<file path="src/common/timer_channel_consts.svh">
// constants for the timer channel configuration block: offsets, fields, reset values, divider widths
`ifndef TIMER_CHANNEL_CONSTS_SVH
`define TIMER_CHANNEL_CONSTS_SVH

// register offsets, one byte per register
`define ADDR_TCR_BASE 8'h00
`define ADDR_MODE_BASE 8'h06
`define ADDR_PINC_BASE 8'h0C
`define ADDR_RUN 8'h14

// register counts
`define NUM_CH 6
`define NUM_PINC 8

// reset values
`define TCR_RESET 8'h00
`define MODE_RESET 8'hC0
`define MODE_STORE_RESET 6'h00
`define PINC_RESET 8'h00
`define RUN_RESET 6'h00
`define MODE_FIXED_ONES 2'h3

// write masks
`define MODE_WMASK_BUF 6'h3F
`define MODE_WMASK_NOBUF 6'h0F
`define TCR_WMASK_FULL 8'hFF
`define TCR_WMASK_NO7 8'h7F

// field positions
`define MODE_BUF_B_BIT 5
`define MODE_BUF_A_BIT 4
`define PINC_INIT_BIT 2
`define PINC_CAPT_BIT 3

// prescaler: low bits that must be all ones for each ratio
`define PRESCALE_BITS 12
`define DIV4_BITS 2
`define DIV16_BITS 4
`define DIV64_BITS 6
`define DIV256_BITS 8
`define DIV1024_BITS 10
`define DIV4096_BITS 12

// counter
`define CNT_WIDTH 16
`define CNT_MAX 16'hFFFF

`endif

</file>
<file path="src/common/timer_channel_pkg.sv">
// types shared by the timer channel configuration block
package timer_channel_pkg;

  // operating mode field encodings
  typedef enum logic [3:0] {
    MODE_NORMAL = 4'h0,
    MODE_RSVD = 4'h1,
    MODE_PWM1 = 4'h2,
    MODE_PWM2 = 4'h3,
    MODE_PHASE1 = 4'h4,
    MODE_PHASE2 = 4'h5,
    MODE_PHASE3 = 4'h6,
    MODE_PHASE4 = 4'h7
  } op_mode_t;

  // count clock sources after clock select decode
  typedef enum logic [3:0] {
    SRC_DIV1 = 4'h0,
    SRC_DIV4 = 4'h1,
    SRC_DIV16 = 4'h2,
    SRC_DIV64 = 4'h3,
    SRC_DIV256 = 4'h4,
    SRC_DIV1024 = 4'h5,
    SRC_DIV4096 = 4'h6,
    SRC_EXT_A = 4'h7,
    SRC_EXT_B = 4'h8,
    SRC_EXT_C = 4'h9,
    SRC_EXT_D = 4'hA,
    SRC_OVF2 = 4'hB,
    SRC_OVF5 = 4'hC
  } clk_src_t;

  // register bus request
  typedef struct packed {
    logic [7:0] addr;
    logic [7:0] wdata;
    logic wr;
    logic rd;
  } bus_req_t;

  // decoded per-channel configuration
  typedef struct packed {
    op_mode_t op_mode;
    logic phase;
    logic buf_a;
    logic buf_b;
    logic capcmp_c_en;
    logic capcmp_d_en;
    logic [3:0] func_c;
    logic [3:0] func_d;
  } chan_cfg_t;

endpackage : timer_channel_pkg

</file>
<file path="src/hdl/timer_channel_cfg.sv">
// six-channel timer configuration: clock select, mode and pin control registers, counters
// What this block does, and what software must keep to
// codes 0-3 count on clock /1 /4 /16 /64
// channel 0 codes 4-7 pick pins A-D
// channel 1: A, B, /256, channel 2 overflow
// channel 2: A, B, C, then /1024
// channel 3: A, then /1024 /256 /4096
// channel 4: A, C, /1024, channel 5 overflow
// channel 5: A, C, /256, then pin D
// phase counting overrides clock select on 1,2,4,5
// mode register resets 0xC0, top bits one
// software writes mode only while stopped
// bit 5 buffers B with D, D silenced
// bit 4 buffers A with C, C silenced
// channels 1,2,4,5 bits 5,4 read zero
// mode field decodes normal, PWM, phase modes
// software writes zero to mode top bit
// software keeps bit 2 zero on 0,3
// channels 0,3 two pin registers, others one
// pin registers reset to zero
// buffered C or D ignores pin setting
// initial level driven while counter stopped
// PWM mode 2 drives initial level at clear
// clock select is bits 2-0 per channel
// cascaded channel counts once per overflow
`include "timer_channel_consts.svh"

module timer_channel_cfg
  import timer_channel_pkg::*;
(
  // clock and reset
  input wire logic sys_clk,
  input wire logic rstn,
  input wire logic hw_standby,
  // register bus
  input wire bus_req_t req,
  output logic [7:0] rdata,
  // external count clock pins
  input wire logic ext_clock_pin_a,
  input wire logic ext_clock_pin_b,
  input wire logic ext_clock_pin_c,
  input wire logic ext_clock_pin_d,
  // counter events
  output logic [5:0] count_tick,
  output logic [5:0] cnt_ovf,
  // pin A/B drive, enable low while driving
  output logic [5:0][1:0] pin_out,
  output logic [5:0][1:0] pin_oe_n,
  // decoded configuration
  output chan_cfg_t [5:0] chan_cfg
);

  // mode bits that software can change, per channel
  function automatic logic [5:0] mode_wmask(input int ch);
    return (ch == 0 || ch == 3) ? `MODE_WMASK_BUF : `MODE_WMASK_NOBUF;
  endfunction : mode_wmask

  // bit 7 of the timer control register is reserved outside channels 0 and 3
  function automatic logic [7:0] tcr_wmask(input int ch);
    return (ch == 0 || ch == 3) ? `TCR_WMASK_FULL : `TCR_WMASK_NO7;
  endfunction : tcr_wmask

  // index of the pin control register that serves pins A and B
  function automatic int pinc_hi_idx(input int ch);
    case (ch)
      0: return 0;
      1: return 2;
      2: return 3;
      3: return 4;
      4: return 6;
      default: return 7;
    endcase
  endfunction : pinc_hi_idx

  // clock select decode, different upper half for every channel
  function automatic clk_src_t clk_src(input int ch, input logic [2:0] cs);
    if (!cs[2]) begin
      return clk_src_t'({2'h0, cs[1:0]});
    end
    case (ch)
      0: return clk_src_t'(4'(SRC_EXT_A + cs[1:0]));
      1: case (cs[1:0])
           2'h0: return SRC_EXT_A;
           2'h1: return SRC_EXT_B;
           2'h2: return SRC_DIV256;
           default: return SRC_OVF2;
         endcase
      2: case (cs[1:0])
           2'h0: return SRC_EXT_A;
           2'h1: return SRC_EXT_B;
           2'h2: return SRC_EXT_C;
           default: return SRC_DIV1024;
         endcase
      3: case (cs[1:0])
           2'h0: return SRC_EXT_A;
           2'h1: return SRC_DIV1024;
           2'h2: return SRC_DIV256;
           default: return SRC_DIV4096;
         endcase
      4: case (cs[1:0])
           2'h0: return SRC_EXT_A;
           2'h1: return SRC_EXT_C;
           2'h2: return SRC_DIV1024;
           default: return SRC_OVF5;
         endcase
      default: case (cs[1:0])
           2'h0: return SRC_EXT_A;
           2'h1: return SRC_EXT_C;
           2'h2: return SRC_DIV256;
           default: return SRC_EXT_D;
         endcase
    endcase
  endfunction : clk_src

  // register storage
  logic [7:0] tcr_reg [`NUM_CH];
  logic [5:0] mode_reg [`NUM_CH];
  logic [7:0] pinc_reg [`NUM_PINC];
  logic [5:0] run_reg;
  logic [7:0] rdata_reg;
  logic [7:0] rdata_next;

  // timing state
  logic [`PRESCALE_BITS-1:0] prescale_reg;
  logic [3:0] ext_prev_reg;
  logic [`CNT_WIDTH-1:0] cnt_reg [`NUM_CH];
  logic [5:0] tick_reg;
  logic [5:0] ovf_reg;
  logic [5:0][1:0] pin_out_reg;
  logic [5:0][1:0] pin_oe_n_reg;
  chan_cfg_t [5:0] cfg_reg;

  // source ticks, one bit per clk_src_t value
  logic [12:0] src_tick;
  logic [3:0] ext_now;
  logic run_wr;

  assign ext_now = {ext_clock_pin_d, ext_clock_pin_c, ext_clock_pin_b, ext_clock_pin_a};
  assign run_wr = req.wr && (req.addr == `ADDR_RUN);

  // prescaler taps: one pulse per N clocks, all but /1 from one free-running count
  assign src_tick[SRC_DIV1] = 1'b1;
  assign src_tick[SRC_DIV4] = &prescale_reg[`DIV4_BITS-1:0];
  assign src_tick[SRC_DIV16] = &prescale_reg[`DIV16_BITS-1:0];
  assign src_tick[SRC_DIV64] = &prescale_reg[`DIV64_BITS-1:0];
  assign src_tick[SRC_DIV256] = &prescale_reg[`DIV256_BITS-1:0];
  assign src_tick[SRC_DIV1024] = &prescale_reg[`DIV1024_BITS-1:0];
  assign src_tick[SRC_DIV4096] = &prescale_reg[`DIV4096_BITS-1:0];
  // pins count on the rising edge; edge selection lives outside this block
  assign src_tick[SRC_EXT_D:SRC_EXT_A] = ext_now & ~ext_prev_reg;
  // cascade taps use the registered overflow pulse, so one event gives one tick
  assign src_tick[SRC_OVF2] = ovf_reg[2];
  assign src_tick[SRC_OVF5] = ovf_reg[5];

  // prescaler and pin history
  always_ff @(posedge sys_clk or negedge rstn) begin
    if (!rstn) begin
      prescale_reg <= '0;
      ext_prev_reg <= 4'h0;
    end else begin
      prescale_reg <= prescale_reg + `PRESCALE_BITS'(1);
      ext_prev_reg <= ext_now;
    end
  end

  // counter run bits, own register
  always_ff @(posedge sys_clk or negedge rstn) begin
    if (!rstn) begin
      run_reg <= `RUN_RESET;
    end else if (hw_standby) begin
      run_reg <= `RUN_RESET;
    end else if (run_wr) begin
      run_reg <= req.wdata[5:0];
    end
  end

  // pin control registers, standby clears them like reset
  for (genvar j = 0; j < `NUM_PINC; j++) begin : g_pinc
    logic pinc_wr;
    assign pinc_wr = req.wr && (req.addr == 8'(`ADDR_PINC_BASE + j));
    always_ff @(posedge sys_clk or negedge rstn) begin
      if (!rstn) begin
        pinc_reg[j] <= `PINC_RESET;
      end else if (hw_standby) begin
        pinc_reg[j] <= `PINC_RESET;
      end else if (pinc_wr) begin
        pinc_reg[j] <= req.wdata;
      end
    end
  end

  // per-channel registers, clock select, counter and pins
  for (genvar ch = 0; ch < `NUM_CH; ch++) begin : g_ch
    logic tcr_wr;
    logic mode_wr;
    logic phase;
    logic tick;
    logic inc;
    logic ovf_now;
    logic [7:0] pinc_ab;
    logic [7:0] pinc_cd;
    logic has_cd;
    clk_src_t src;
    op_mode_t mode;

    assign tcr_wr = req.wr && (req.addr == 8'(`ADDR_TCR_BASE + ch));
    assign mode_wr = req.wr && (req.addr == 8'(`ADDR_MODE_BASE + ch));
    assign mode = op_mode_t'(mode_reg[ch][3:0]);
    // phase counting is not available on channels 0 and 3
    assign has_cd = (ch == 0 || ch == 3);
    assign phase = !has_cd && (mode_reg[ch][3:2] == 2'h1);
    assign src = clk_src(ch, tcr_reg[ch][2:0]);
    // the phase decoder is not part of this block, so the tick goes quiet
    assign tick = !phase && src_tick[src];
    assign inc = run_reg[ch] && tick_reg[ch];
    assign ovf_now = inc && (cnt_reg[ch] == `CNT_MAX);
    assign pinc_ab = pinc_reg[pinc_hi_idx(ch)];
    // modulo keeps the unused index in range on channel 5
    assign pinc_cd = has_cd ? pinc_reg[(pinc_hi_idx(ch) + 1) % `NUM_PINC] : 8'h00;

    // timer control and mode registers
    always_ff @(posedge sys_clk or negedge rstn) begin
      if (!rstn) begin
        tcr_reg[ch] <= `TCR_RESET;
        mode_reg[ch] <= `MODE_STORE_RESET;
      end else if (hw_standby) begin
        tcr_reg[ch] <= `TCR_RESET;
        mode_reg[ch] <= `MODE_STORE_RESET;
      end else begin
        if (tcr_wr) begin
          tcr_reg[ch] <= req.wdata & tcr_wmask(ch);
        end
        // reserved buffer bits never store on channels without C and D
        if (mode_wr) begin
          mode_reg[ch] <= req.wdata[5:0] & mode_wmask(ch);
        end
      end
    end

    // count clock pipeline and counter; counting stops while the run bit is low
    always_ff @(posedge sys_clk or negedge rstn) begin
      if (!rstn) begin
        tick_reg[ch] <= 1'b0;
        ovf_reg[ch] <= 1'b0;
        cnt_reg[ch] <= '0;
      end else begin
        tick_reg[ch] <= tick;
        ovf_reg[ch] <= ovf_now;
        if (inc) begin
          cnt_reg[ch] <= cnt_reg[ch] + `CNT_WIDTH'(1);
        end
      end
    end

    // decoded configuration; buffered C or D loses capture and compare
    always_ff @(posedge sys_clk or negedge rstn) begin
      if (!rstn) begin
        cfg_reg[ch] <= '0;
      end else begin
        cfg_reg[ch].op_mode <= mode;
        cfg_reg[ch].phase <= phase;
        cfg_reg[ch].buf_a <= mode_reg[ch][`MODE_BUF_A_BIT];
        cfg_reg[ch].buf_b <= mode_reg[ch][`MODE_BUF_B_BIT];
        cfg_reg[ch].capcmp_c_en <= has_cd && !mode_reg[ch][`MODE_BUF_A_BIT];
        cfg_reg[ch].capcmp_d_en <= has_cd && !mode_reg[ch][`MODE_BUF_B_BIT];
        cfg_reg[ch].func_c <= mode_reg[ch][`MODE_BUF_A_BIT] ? 4'h0 : pinc_cd[3:0];
        cfg_reg[ch].func_d <= mode_reg[ch][`MODE_BUF_B_BIT] ? 4'h0 : pinc_cd[7:4];
      end
    end

    // pins A (low nibble) and B (high nibble)
    for (genvar p = 0; p < 2; p++) begin : g_pin
      logic [3:0] fld;
      logic is_out;
      assign fld = pinc_ab[4*p +: 4];
      // output compare with a defined initial level
      assign is_out = !fld[`PINC_CAPT_BIT] && (fld[1:0] != 2'h0);
      always_ff @(posedge sys_clk or negedge rstn) begin
        if (!rstn) begin
          pin_out_reg[ch][p] <= 1'b0;
          pin_oe_n_reg[ch][p] <= 1'b1;
        end else if (!run_reg[ch]) begin
          pin_out_reg[ch][p] <= fld[`PINC_INIT_BIT];
          pin_oe_n_reg[ch][p] <= !is_out;
        end else if (mode == MODE_PWM2 && ovf_now && is_out) begin
          // counter wraps to zero here, which is the clear point
          pin_out_reg[ch][p] <= fld[`PINC_INIT_BIT];
        end
      end
    end
  end

  // read decode; the 8-bit index math is safe since all offsets sit below 0x20
  logic [7:0] tcr_off;
  logic [7:0] mode_off;
  logic [7:0] pinc_off;
  assign tcr_off = req.addr - `ADDR_TCR_BASE;
  assign mode_off = req.addr - `ADDR_MODE_BASE;
  assign pinc_off = req.addr - `ADDR_PINC_BASE;

  always_comb begin
    rdata_next = 8'h00;
    if (req.addr < `ADDR_MODE_BASE) begin
      rdata_next = tcr_reg[tcr_off[2:0]];
    end else if (req.addr < `ADDR_PINC_BASE) begin
      rdata_next = {`MODE_FIXED_ONES, mode_reg[mode_off[2:0]]};
    end else if (req.addr < `ADDR_RUN) begin
      rdata_next = pinc_reg[pinc_off[2:0]];
    end else if (req.addr == `ADDR_RUN) begin
      rdata_next = {2'h0, run_reg};
    end
  end

  // read data stands only in the cycle after the strobe
  always_ff @(posedge sys_clk or negedge rstn) begin
    if (!rstn) begin
      rdata_reg <= 8'h00;
    end else begin
      rdata_reg <= req.rd ? rdata_next : 8'h00;
    end
  end

  assign rdata = rdata_reg;
  assign count_tick = tick_reg;
  assign cnt_ovf = ovf_reg;
  assign pin_out = pin_out_reg;
  assign pin_oe_n = pin_oe_n_reg;
  assign chan_cfg = cfg_reg;
endmodule : timer_channel_cfg
</file>
<file path="config.mk">
export PLATFORM = sky130hd
export DESIGN_NAME = timer_channel_cfg
export DESIGN_NICKNAME = d
export VERILOG_FILES = /design/src/common/timer_channel_pkg.sv /design/src/hdl/timer_channel_cfg.sv
export VERILOG_INCLUDE_DIRS = /design/src /design/src/common
export SDC_FILE = /design/constraint.sdc
export NUM_CORES = 1
export LEC_CHECK = 0
export BUFFER_PORTS_ARGS = -buffer_cell sky130_fd_sc_hd__buf_2
export CAP_MARGIN = 5
export CORE_MARGIN = 2
export CORE_UTILIZATION = 44
export DETAILED_ROUTE_END_ITERATION = 10
export GPL_ROUTABILITY_DRIVEN = 1
export HOLD_SLACK_MARGIN = 0.08
export SETUP_SLACK_MARGIN = 0.3
export SYNTH_ARGS = -nofsm -noshare
export SYNTH_HDL_FRONTEND = slang
export SYNTH_SLANG_ARGS = --single-unit
export TNS_END_PERCENT = 1
</file>
<file path="constraint.sdc">
create_clock -name sys_clk -period 2.5 [get_ports sys_clk]
set_input_delay 0 -clock sys_clk [delete_from_list [all_inputs] [get_ports sys_clk]]
set_output_delay 0 -clock sys_clk [all_outputs]
set_load 0.01 [all_outputs]
</file>
==> flow_summary_export.csv, run 1 <==
group,metric,value,unit
final_layout,antennaDiodeCount,0,
setup_path,cp_top_family,"compound AO/OA/AOI/OAI gates",
pwr,switchingPower,2730,uW
pwr,sequentialPowerShare,45.9,%
sta,setup_tns,0,ps
clock_tree,clock_latency,560,ps
clock_tree,cts_buffers,40,
sta,drv_slew,0,
logic_synthesis,synth.avg_cell_area,10.8,sq um
pwr,power_frac_clock,49.8,%
final_layout,largest_reg_flops,96,
pwr,vdd_ir_drop_max,0.461,mV
drt,route.detailed.drc,0,
drt,dr.pass1.iters,6,
global_route,grt_antenna_before_repair,1,
global_route,grt_max_degree,78,
floorplan,io_pins,171,
final_layout,final_util,52.1,%
setup_path,reg2reg_depth,6,
clock_tree,cts_tree,"done",
final_layout,fillCellCount,3223,
setup_path,cp_cell_sequence,"inv_1, ha_1, nor2_1, or3b_2, o311a_1, a211oi_1",
hold_path,whs_endpoint,"ext_prev_reg[2]$_DFF_PN0_",
sta,clock.fmax,0.468,GHz
drt,wirelength,42000,microns
setup_path,worst_setup_path_start_kind,"flip-flop",
floorplan,die_w,197,microns
clock_tree,cts_htree_levels,2,
drt,ant_nets,0,
clock_tree,clk_pin_slew,60,ps
floorplan,start_util,44.7,%
drt,drt_iter0_drc,1011,
logic_synthesis,synth-edff-count,0,
setup_path,reg2reg_from,"tcr_reg[1]$_DFFE_PN0P_",
pwr,p_int,9660,uW
hold_path,min_from,"ext_clock_pin_c",
floorplan,core_area,36600,sq um
pwr,pwr-share-comb,4.3,%
clock_tree,root_buffer,"clkbuf_16",
drt,vias_per_cell,5.48,
final_layout,nets,1719,
sta,period_share,85.5,%
global_route,grt_pass1_wl,66700,microns
pwr,p_leak,0.00896,uW
sta,period_needed,2140,ps
global_route,grt_overflow,0,
logic_synthesis,syn_inst,1522,
outcome,status,"complete, no violations",
drt,dr_total_vias,11900,
setup_path,crit_buf_inv,1,
clock_tree,cts_setup_buffers,0,
job,max_cap_viol_count,0,
sta,grt_setup_unrepaired,"true",
clock_tree,clock_path_buffers,3,
final_layout,final_area,19100,sq um
logic_synthesis,ys.flop_type,"dfrtp_1",
logic_synthesis,yosysWarnings,0,
logic_synthesis,syn_area,16400,sq um
setup_path,r2r_end,"count_tick[5]$_DFF_PN0_",
hold_path,whs_path_depth,2,
final_layout,drive_above_1_share,17.7,%
setup_path,cp-end-kind,"flip-flop",
clock_tree,clock_sinks,350,
final_layout,layout_commonest_cell,"dfrtp_1",
sta,hold_ws,109,ps
final_layout,syn_to_final_growth,16.5,%
placement,place_area,17400,sq um
floorplan,rows,70,
setup_path,crit_arrival,2600,ps
logic_synthesis,async_flop_share,100,%
pwr,p_sw_share,22.1,%
placement,hpwl,28900,microns
final_layout,layout_common_cells,"dfrtp_1, nand2_1, nor2_1",
setup_path,cp_slowest_cell,"dfrtp_1",
logic_synthesis,ys_seq_elements,350,
setup_path,required,2960,ps
floorplan,die-area,38800,sq um
hold_path,hp-class,"input port to flip-flop",
logic_synthesis,ys_types,62,
setup_path,worstSetupPathType,"flip-flop to flip-flop",
setup_path,critical_path.max_stage_delay,530,ps
setup_path,cp_max_fo,14,
pwr,power_density,650,nW/um^2
sta,setup_violations,0,
sta,hold_viol,0,
drt,wl_per_cell,19.3,microns
global_route,grt_usage,22.1,%
placement,io_buffers,120,
setup_path,r2r_slack,360,ps
logic_synthesis,synth-seq-area-share,53.6,%
sta,worst_pin_slew,624,ps
sta,maxSlewHeadroom,58.4,%
global_route,grt_pass1_vias,11800,
floorplan,die_h,197,microns
sta,fin_skew,15.3,ps
placement,gp_congestion,0.936,
## power by group through the flow
stage               sequential [uW]  combinational, uW  clock, uW
global placement               5800                497          0
detailed placement             5800                501          0
floorplan                      5800                297          0
global route                   5690                581       6510
finish                         5700                531       6170
CTS                            5700                532       6300
## through the flow
step	setup slack (ps)	power, uW	std cells
floorplan	510	6090	1571
global placement	421	6290	2077
detailed placement	321	6300	2077
CTS	362	12500	2172
global route	130	12800	2172
finish	362	12400	2172
## cell type report
class	count	area (sq um)	share of cell area, %
Tap cell	468	586	3.07
Timing Repair Buffer	186	1260	6.59
Clock inverter	12	229	1.20
Sequential cell	350	8770	46.0
Multi-Input combinational cell	1059	6920	36.3
Inverter	38	143	0.748
Clock buffer	59	1160	6.09
## cells in the mapped netlist (2+ instances only)
master	n	area [sq um]
and4_1	13	114
o21ai_0	28	140
a211oi_1	5	37.5
ha_1	19	238
dfstp_2	12	315
buf_6	6	67.6
o21bai_1	3	22.5
xor2_1	28	245
buf_4	50	375
and2_1	7	43.8
and3_1	22	138
a21boi_0	3	22.5
nor3b_1	2	15.0
o22ai_1	13	81.3
a2111oi_0	4	35.0
o211ai_1	3	22.5
buf_2	17	85.1
nor4_4	2	42.5
mux2i_1	96	961
a22oi_1	5	37.5
clkbuf_1	46	173
a21oi_1	96	480
nor2b_1	32	200
mux4_2	24	541
or3_1	5	31.3
nand2b_1	5	31.3
nand4_1	25	156
dfrtp_1	338	8460
nor2_1	135	507
nor3_1	31	155
nor4_1	8	50.1
a22o_1	2	17.5
nand2_1	150	563
nor3_4	2	32.5
inv_1	37	139
xnor2_1	72	631
mux2_2	28	315
nand3_1	116	581
buf_1	5	18.8
a31oi_1	4	25.0
a221oi_1	2	17.5
## per-layer routing
metal	up-vias	wire (microns)	part of all wire, %	track usage (%)
met5	-	13	0.031	0
met4	2	1030	2.5	7.05
met3	72	2810	6.7	4.65
met2	390	19300	46	34.4
met1	5948	18800	45	31.2
li1	5490	-	-	-
## worst max path at each step
| stage | startpoint | end | slack (ps) | cells past startpoint |
|---|---|---|---|---|
| 2_1_floorplan | tcr_reg[1]$_DFFE_PN0P_ | count_tick[5]$_DFF_PN0_ | 510 | 7 |
| 3_3_place_gp | cnt_reg[80]$_DFFE_PN0P_ | pin_out[1]$_DFFE_PN0P_ | 420 | 6 |
| 3_5_place_dp | prescale_reg[0]$_DFF_PN0_ | count_tick[2]$_DFF_PN0_ | 320 | 6 |
| 4_1_cts | cnt_reg[80]$_DFFE_PN0P_ | pin_out[1]$_DFFE_PN0P_ | 360 | 6 |
| 5_1_grt | prescale_reg[0]$_DFF_PN0_ | count_tick[2]$_DFF_PN0_ | 130 | 6 |
| 6_report | tcr_reg[1]$_DFFE_PN0P_ | count_tick[5]$_DFF_PN0_ | 360 | 6 |
## cell families after synthesis
family                   share of synthesized area (%)
AO/OA/AOI/OAI                                     6.28
XOR/XNOR                                          5.35
adder cells (fa/ha/maj)                           1.45
buffers and inverters                             5.27
flip-flops                                        53.6
multiplexers                                      11.1
other                                           0.0229
AND/OR/NAND/NOR                                   16.9
## repair_timing
| action | CTS | global route |
|---|---|---|
| gates resized for setup | 1 | 1 |
| hold buffers | 24 | 0 |
| hold endpoints to repair | 482 | 0 |
| gates cloned | 0 | 0 |
| endpoints found under the setup margin | 1 | 6 |
Power figures use the tool's default switching activity.
==> inputs of run 2 (changes only) <==
- ABC_AREA: not set -> 1
- clock period: 2.5 -> 1.8 ns (I/O delays scaled with it)
==> flow_summary_export.csv, run 2 <==
group,metric,value,unit
placement,place_area,17900,sq um
final_layout,drive_above_1_share,15.8,%
drt,wl_per_cell,16.6,microns
global_route,grt_max_degree,63,
final_layout,syn_to_final_growth,19.1,%
pwr,power_frac_clock,44.9,%
drt,wirelength,44500,microns
logic_synthesis,async_flop_share,100,%
sta,worst_pin_slew,799,ps
clock_tree,cts_buffers,40,
clock_tree,clock_sinks,350,
global_route,grt_overflow,0,
drt,dr_total_vias,13500,
setup_path,cp-end-kind,"flip-flop",
clock_tree,cts_htree_levels,2,
logic_synthesis,ys_top_cells_by_count,"nand2_1, dfrtp_1, nor2_1",
setup_path,r2r_slack,230,ps
pwr,p_sw_share,26.2,%
sta,setup_violations,0,
floorplan,die_w,198,microns
setup_path,crit_arrival,2030,ps
setup_path,required,2250,ps
global_route,grt_antenna_before_repair,5,
placement,dp_cells,2565,
placement,io_buffers,120,
final_layout,final_area,19700,sq um
logic_synthesis,yosysWarnings,0,
drt,vias_per_cell,5.05,
drt,drt_iter0_drc,1029,
sta,hold_viol,0,
drt,dr.pass1.iters,6,
logic_synthesis,synth.avg_cell_area,8.46,sq um
job,max_cap_viol_count,0,
pwr,p_leak,0.00990,uW
sta,fin_skew,18.2,ps
logic_synthesis,synth-seq-area-share,53.0,%
floorplan,die-area,39200,sq um
floorplan,io_pins,171,
sta,fin_ws,226,ps
placement,hpwl,32900,microns
drt,ant_nets,0,
outcome,status,"complete, no violations",
sta,period_needed,1570,ps
global_route,grt_pass1_wl,70800,microns
floorplan,start_util,44.3,%
pwr,power_density,980,nW/um^2
logic_synthesis,synthDominantCellAreaShare,51.1,%
logic_synthesis,syn_area,16500,sq um
logic_synthesis,synth_most_common_cell,"nand2_1",
final_layout,final_util,52.8,%
clock_tree,cts_tree,"done",
global_route,grt_pass1_vias,13100,
floorplan,die_h,198,microns
logic_synthesis,ys.flop_type,"dfrtp_1",
pwr,sequentialPowerShare,44.9,%
final_layout,finalNonFillerCells,2671,
clock_tree,clock_path_buffers,3,
final_layout,nets,2206,
pwr,vdd_ir_drop_max,0.667,mV
clock_tree,clk_pin_slew,60,ps
placement,gp_congestion,0.946,
logic_synthesis,synthTopCellsByArea,"dfrtp_1, nand2_1, o21ai_0, nor2_1, inv_1",
setup_path,worst_setup_path_start_kind,"flip-flop",
logic_synthesis,synth-edff-count,0,
floorplan,core_area,37300,sq um
final_layout,layout_commonest_cell,"nand2_1",
logic_synthesis,syn_inst,1955,
sta,grt_setup_unrepaired,"true",
final_layout,layout_common_cells,"nand2_1, dfrtp_1, nor2_1",
sta,period_share,87.5,%
clock_tree,clock_latency,570,ps
hold_path,hp-class,"input port to flip-flop",
clock_tree,root_buffer,"clkbuf_16",
sta,setup_tns,0,ps
sta,maxSlewHeadroom,46.6,%
pwr,pwr-share-comb,10.2,%
logic_synthesis,ys_types,45,
placement,place_ws,-224,ps
logic_synthesis,synth_top_area_cell,"dfrtp_1",
global_route,grt_usage,23.3,%
setup_path,cp_max_fo,5,
drt,route.detailed.drc,0,
sta,drv_slew,0,
pwr,p_int,14200,uW
logic_synthesis,ys_seq_elements,350,
floorplan,rows,71,
pwr,switchingPower,5060,uW
sta,clock.fmax,0.635,GHz
setup_path,worstSetupPathType,"flip-flop to flip-flop",
final_layout,largest_reg_flops,96,
-- run 2: stage by stage --
stage	hold WS, ps	total power [uW]
after global placement	-60.4	10700
after CTS	80.8	19500
after floorplan	-296	9820
after global routing	105	20100
after detailed placement	-50.8	10700
final	94.6	19300
-- run 2: cell families after synthesis --
group,Yosys count,share of synthesized area (%)
AND/OR/NAND/NOR,904,22.7
flip-flops,350,53.0
buffers and inverters,304,8.46
AO/OA/AOI/OAI,282,9.32
XOR/XNOR,95,5.03
adder cells (fa/ha/maj),19,1.44
other,1,0.0227
-- run 2: what timing repair did --
action,CTS,global route
pin swaps,10,1
hold buffers,17,0
gates cloned,0,0
buffers inserted,12,0
resized for setup,48,3
hold endpoints to repair,397,0
endpoints found under the setup margin,35,81
-- run 2: final cells by class --
class | instances | area [sq um]
Timing Repair Buffer | 217 | 1440
Sequential cell | 350 | 8780
Clock buffer | 53 | 1080
Antenna cell | 3 | 7.51
Multi-Input combinational cell | 1350 | 6730
Clock inverter | 21 | 315
Tap cell | 474 | 593
Fill cell | 3470 | 17600
Inverter | 203 | 764
-- run 2: path summary, 6_finish.rpt --
| check | start | end | cells past startpoint |
|---|---|---|---|
| worst min register to register | g_ch[0].mode[0]$_DFFE_PN0P_ | chan_cfg[13]$_DFF_PN0_ | 0 |
| max in group asynchronous | rstn | chan_cfg[32]$_DFF_PN0_ | 4 |
| min in group asynchronous | rstn | cnt_reg[59]$_DFFE_PN0P_ | 3 |
| worst max register to register | prescale_reg[0]$_DFF_PN0_ | count_tick[3]$_DFF_PN0_ | 8 |
| worst min-delay path | ext_clock_pin_b | ext_prev_reg[1]$_DFF_PN0_ | 2 |
| worst max-delay path | prescale_reg[0]$_DFF_PN0_ | count_tick[3]$_DFF_PN0_ | 8 |
-- run 2: critical path, stage by stage (launching register included) --
cell and delay (ps):
dfrtp_1 390, ha_4 160, nand3_4 120, inv_4 90, buf_6 120, nand3_4 60, nand2_1 60, o211ai_1 140
a31oi_4 330
-- run 2: power groups by stage --
stage / registers [uW] / logic (uW) / clock network (uW)
6_report: 8660 / 1980 / 8660
2_1_floorplan: 8770 / 1050 / 0
3_3_place_gp: 8790 / 1870 / 0
4_1_cts: 8660 / 1990 / 8830
5_1_grt: 8710 / 2230 / 9160
3_5_place_dp: 8800 / 1900 / 0
-- run 2: layer usage --
layer  global-route usage (%)  wire [microns]  up-vias
met2                     36.8           20300      401
met1                     32.3           19900     6410
met4                     7.71            1320        2
met3                     4.45            2910       90
li1                         -               -     6577
met5                        0              13        -
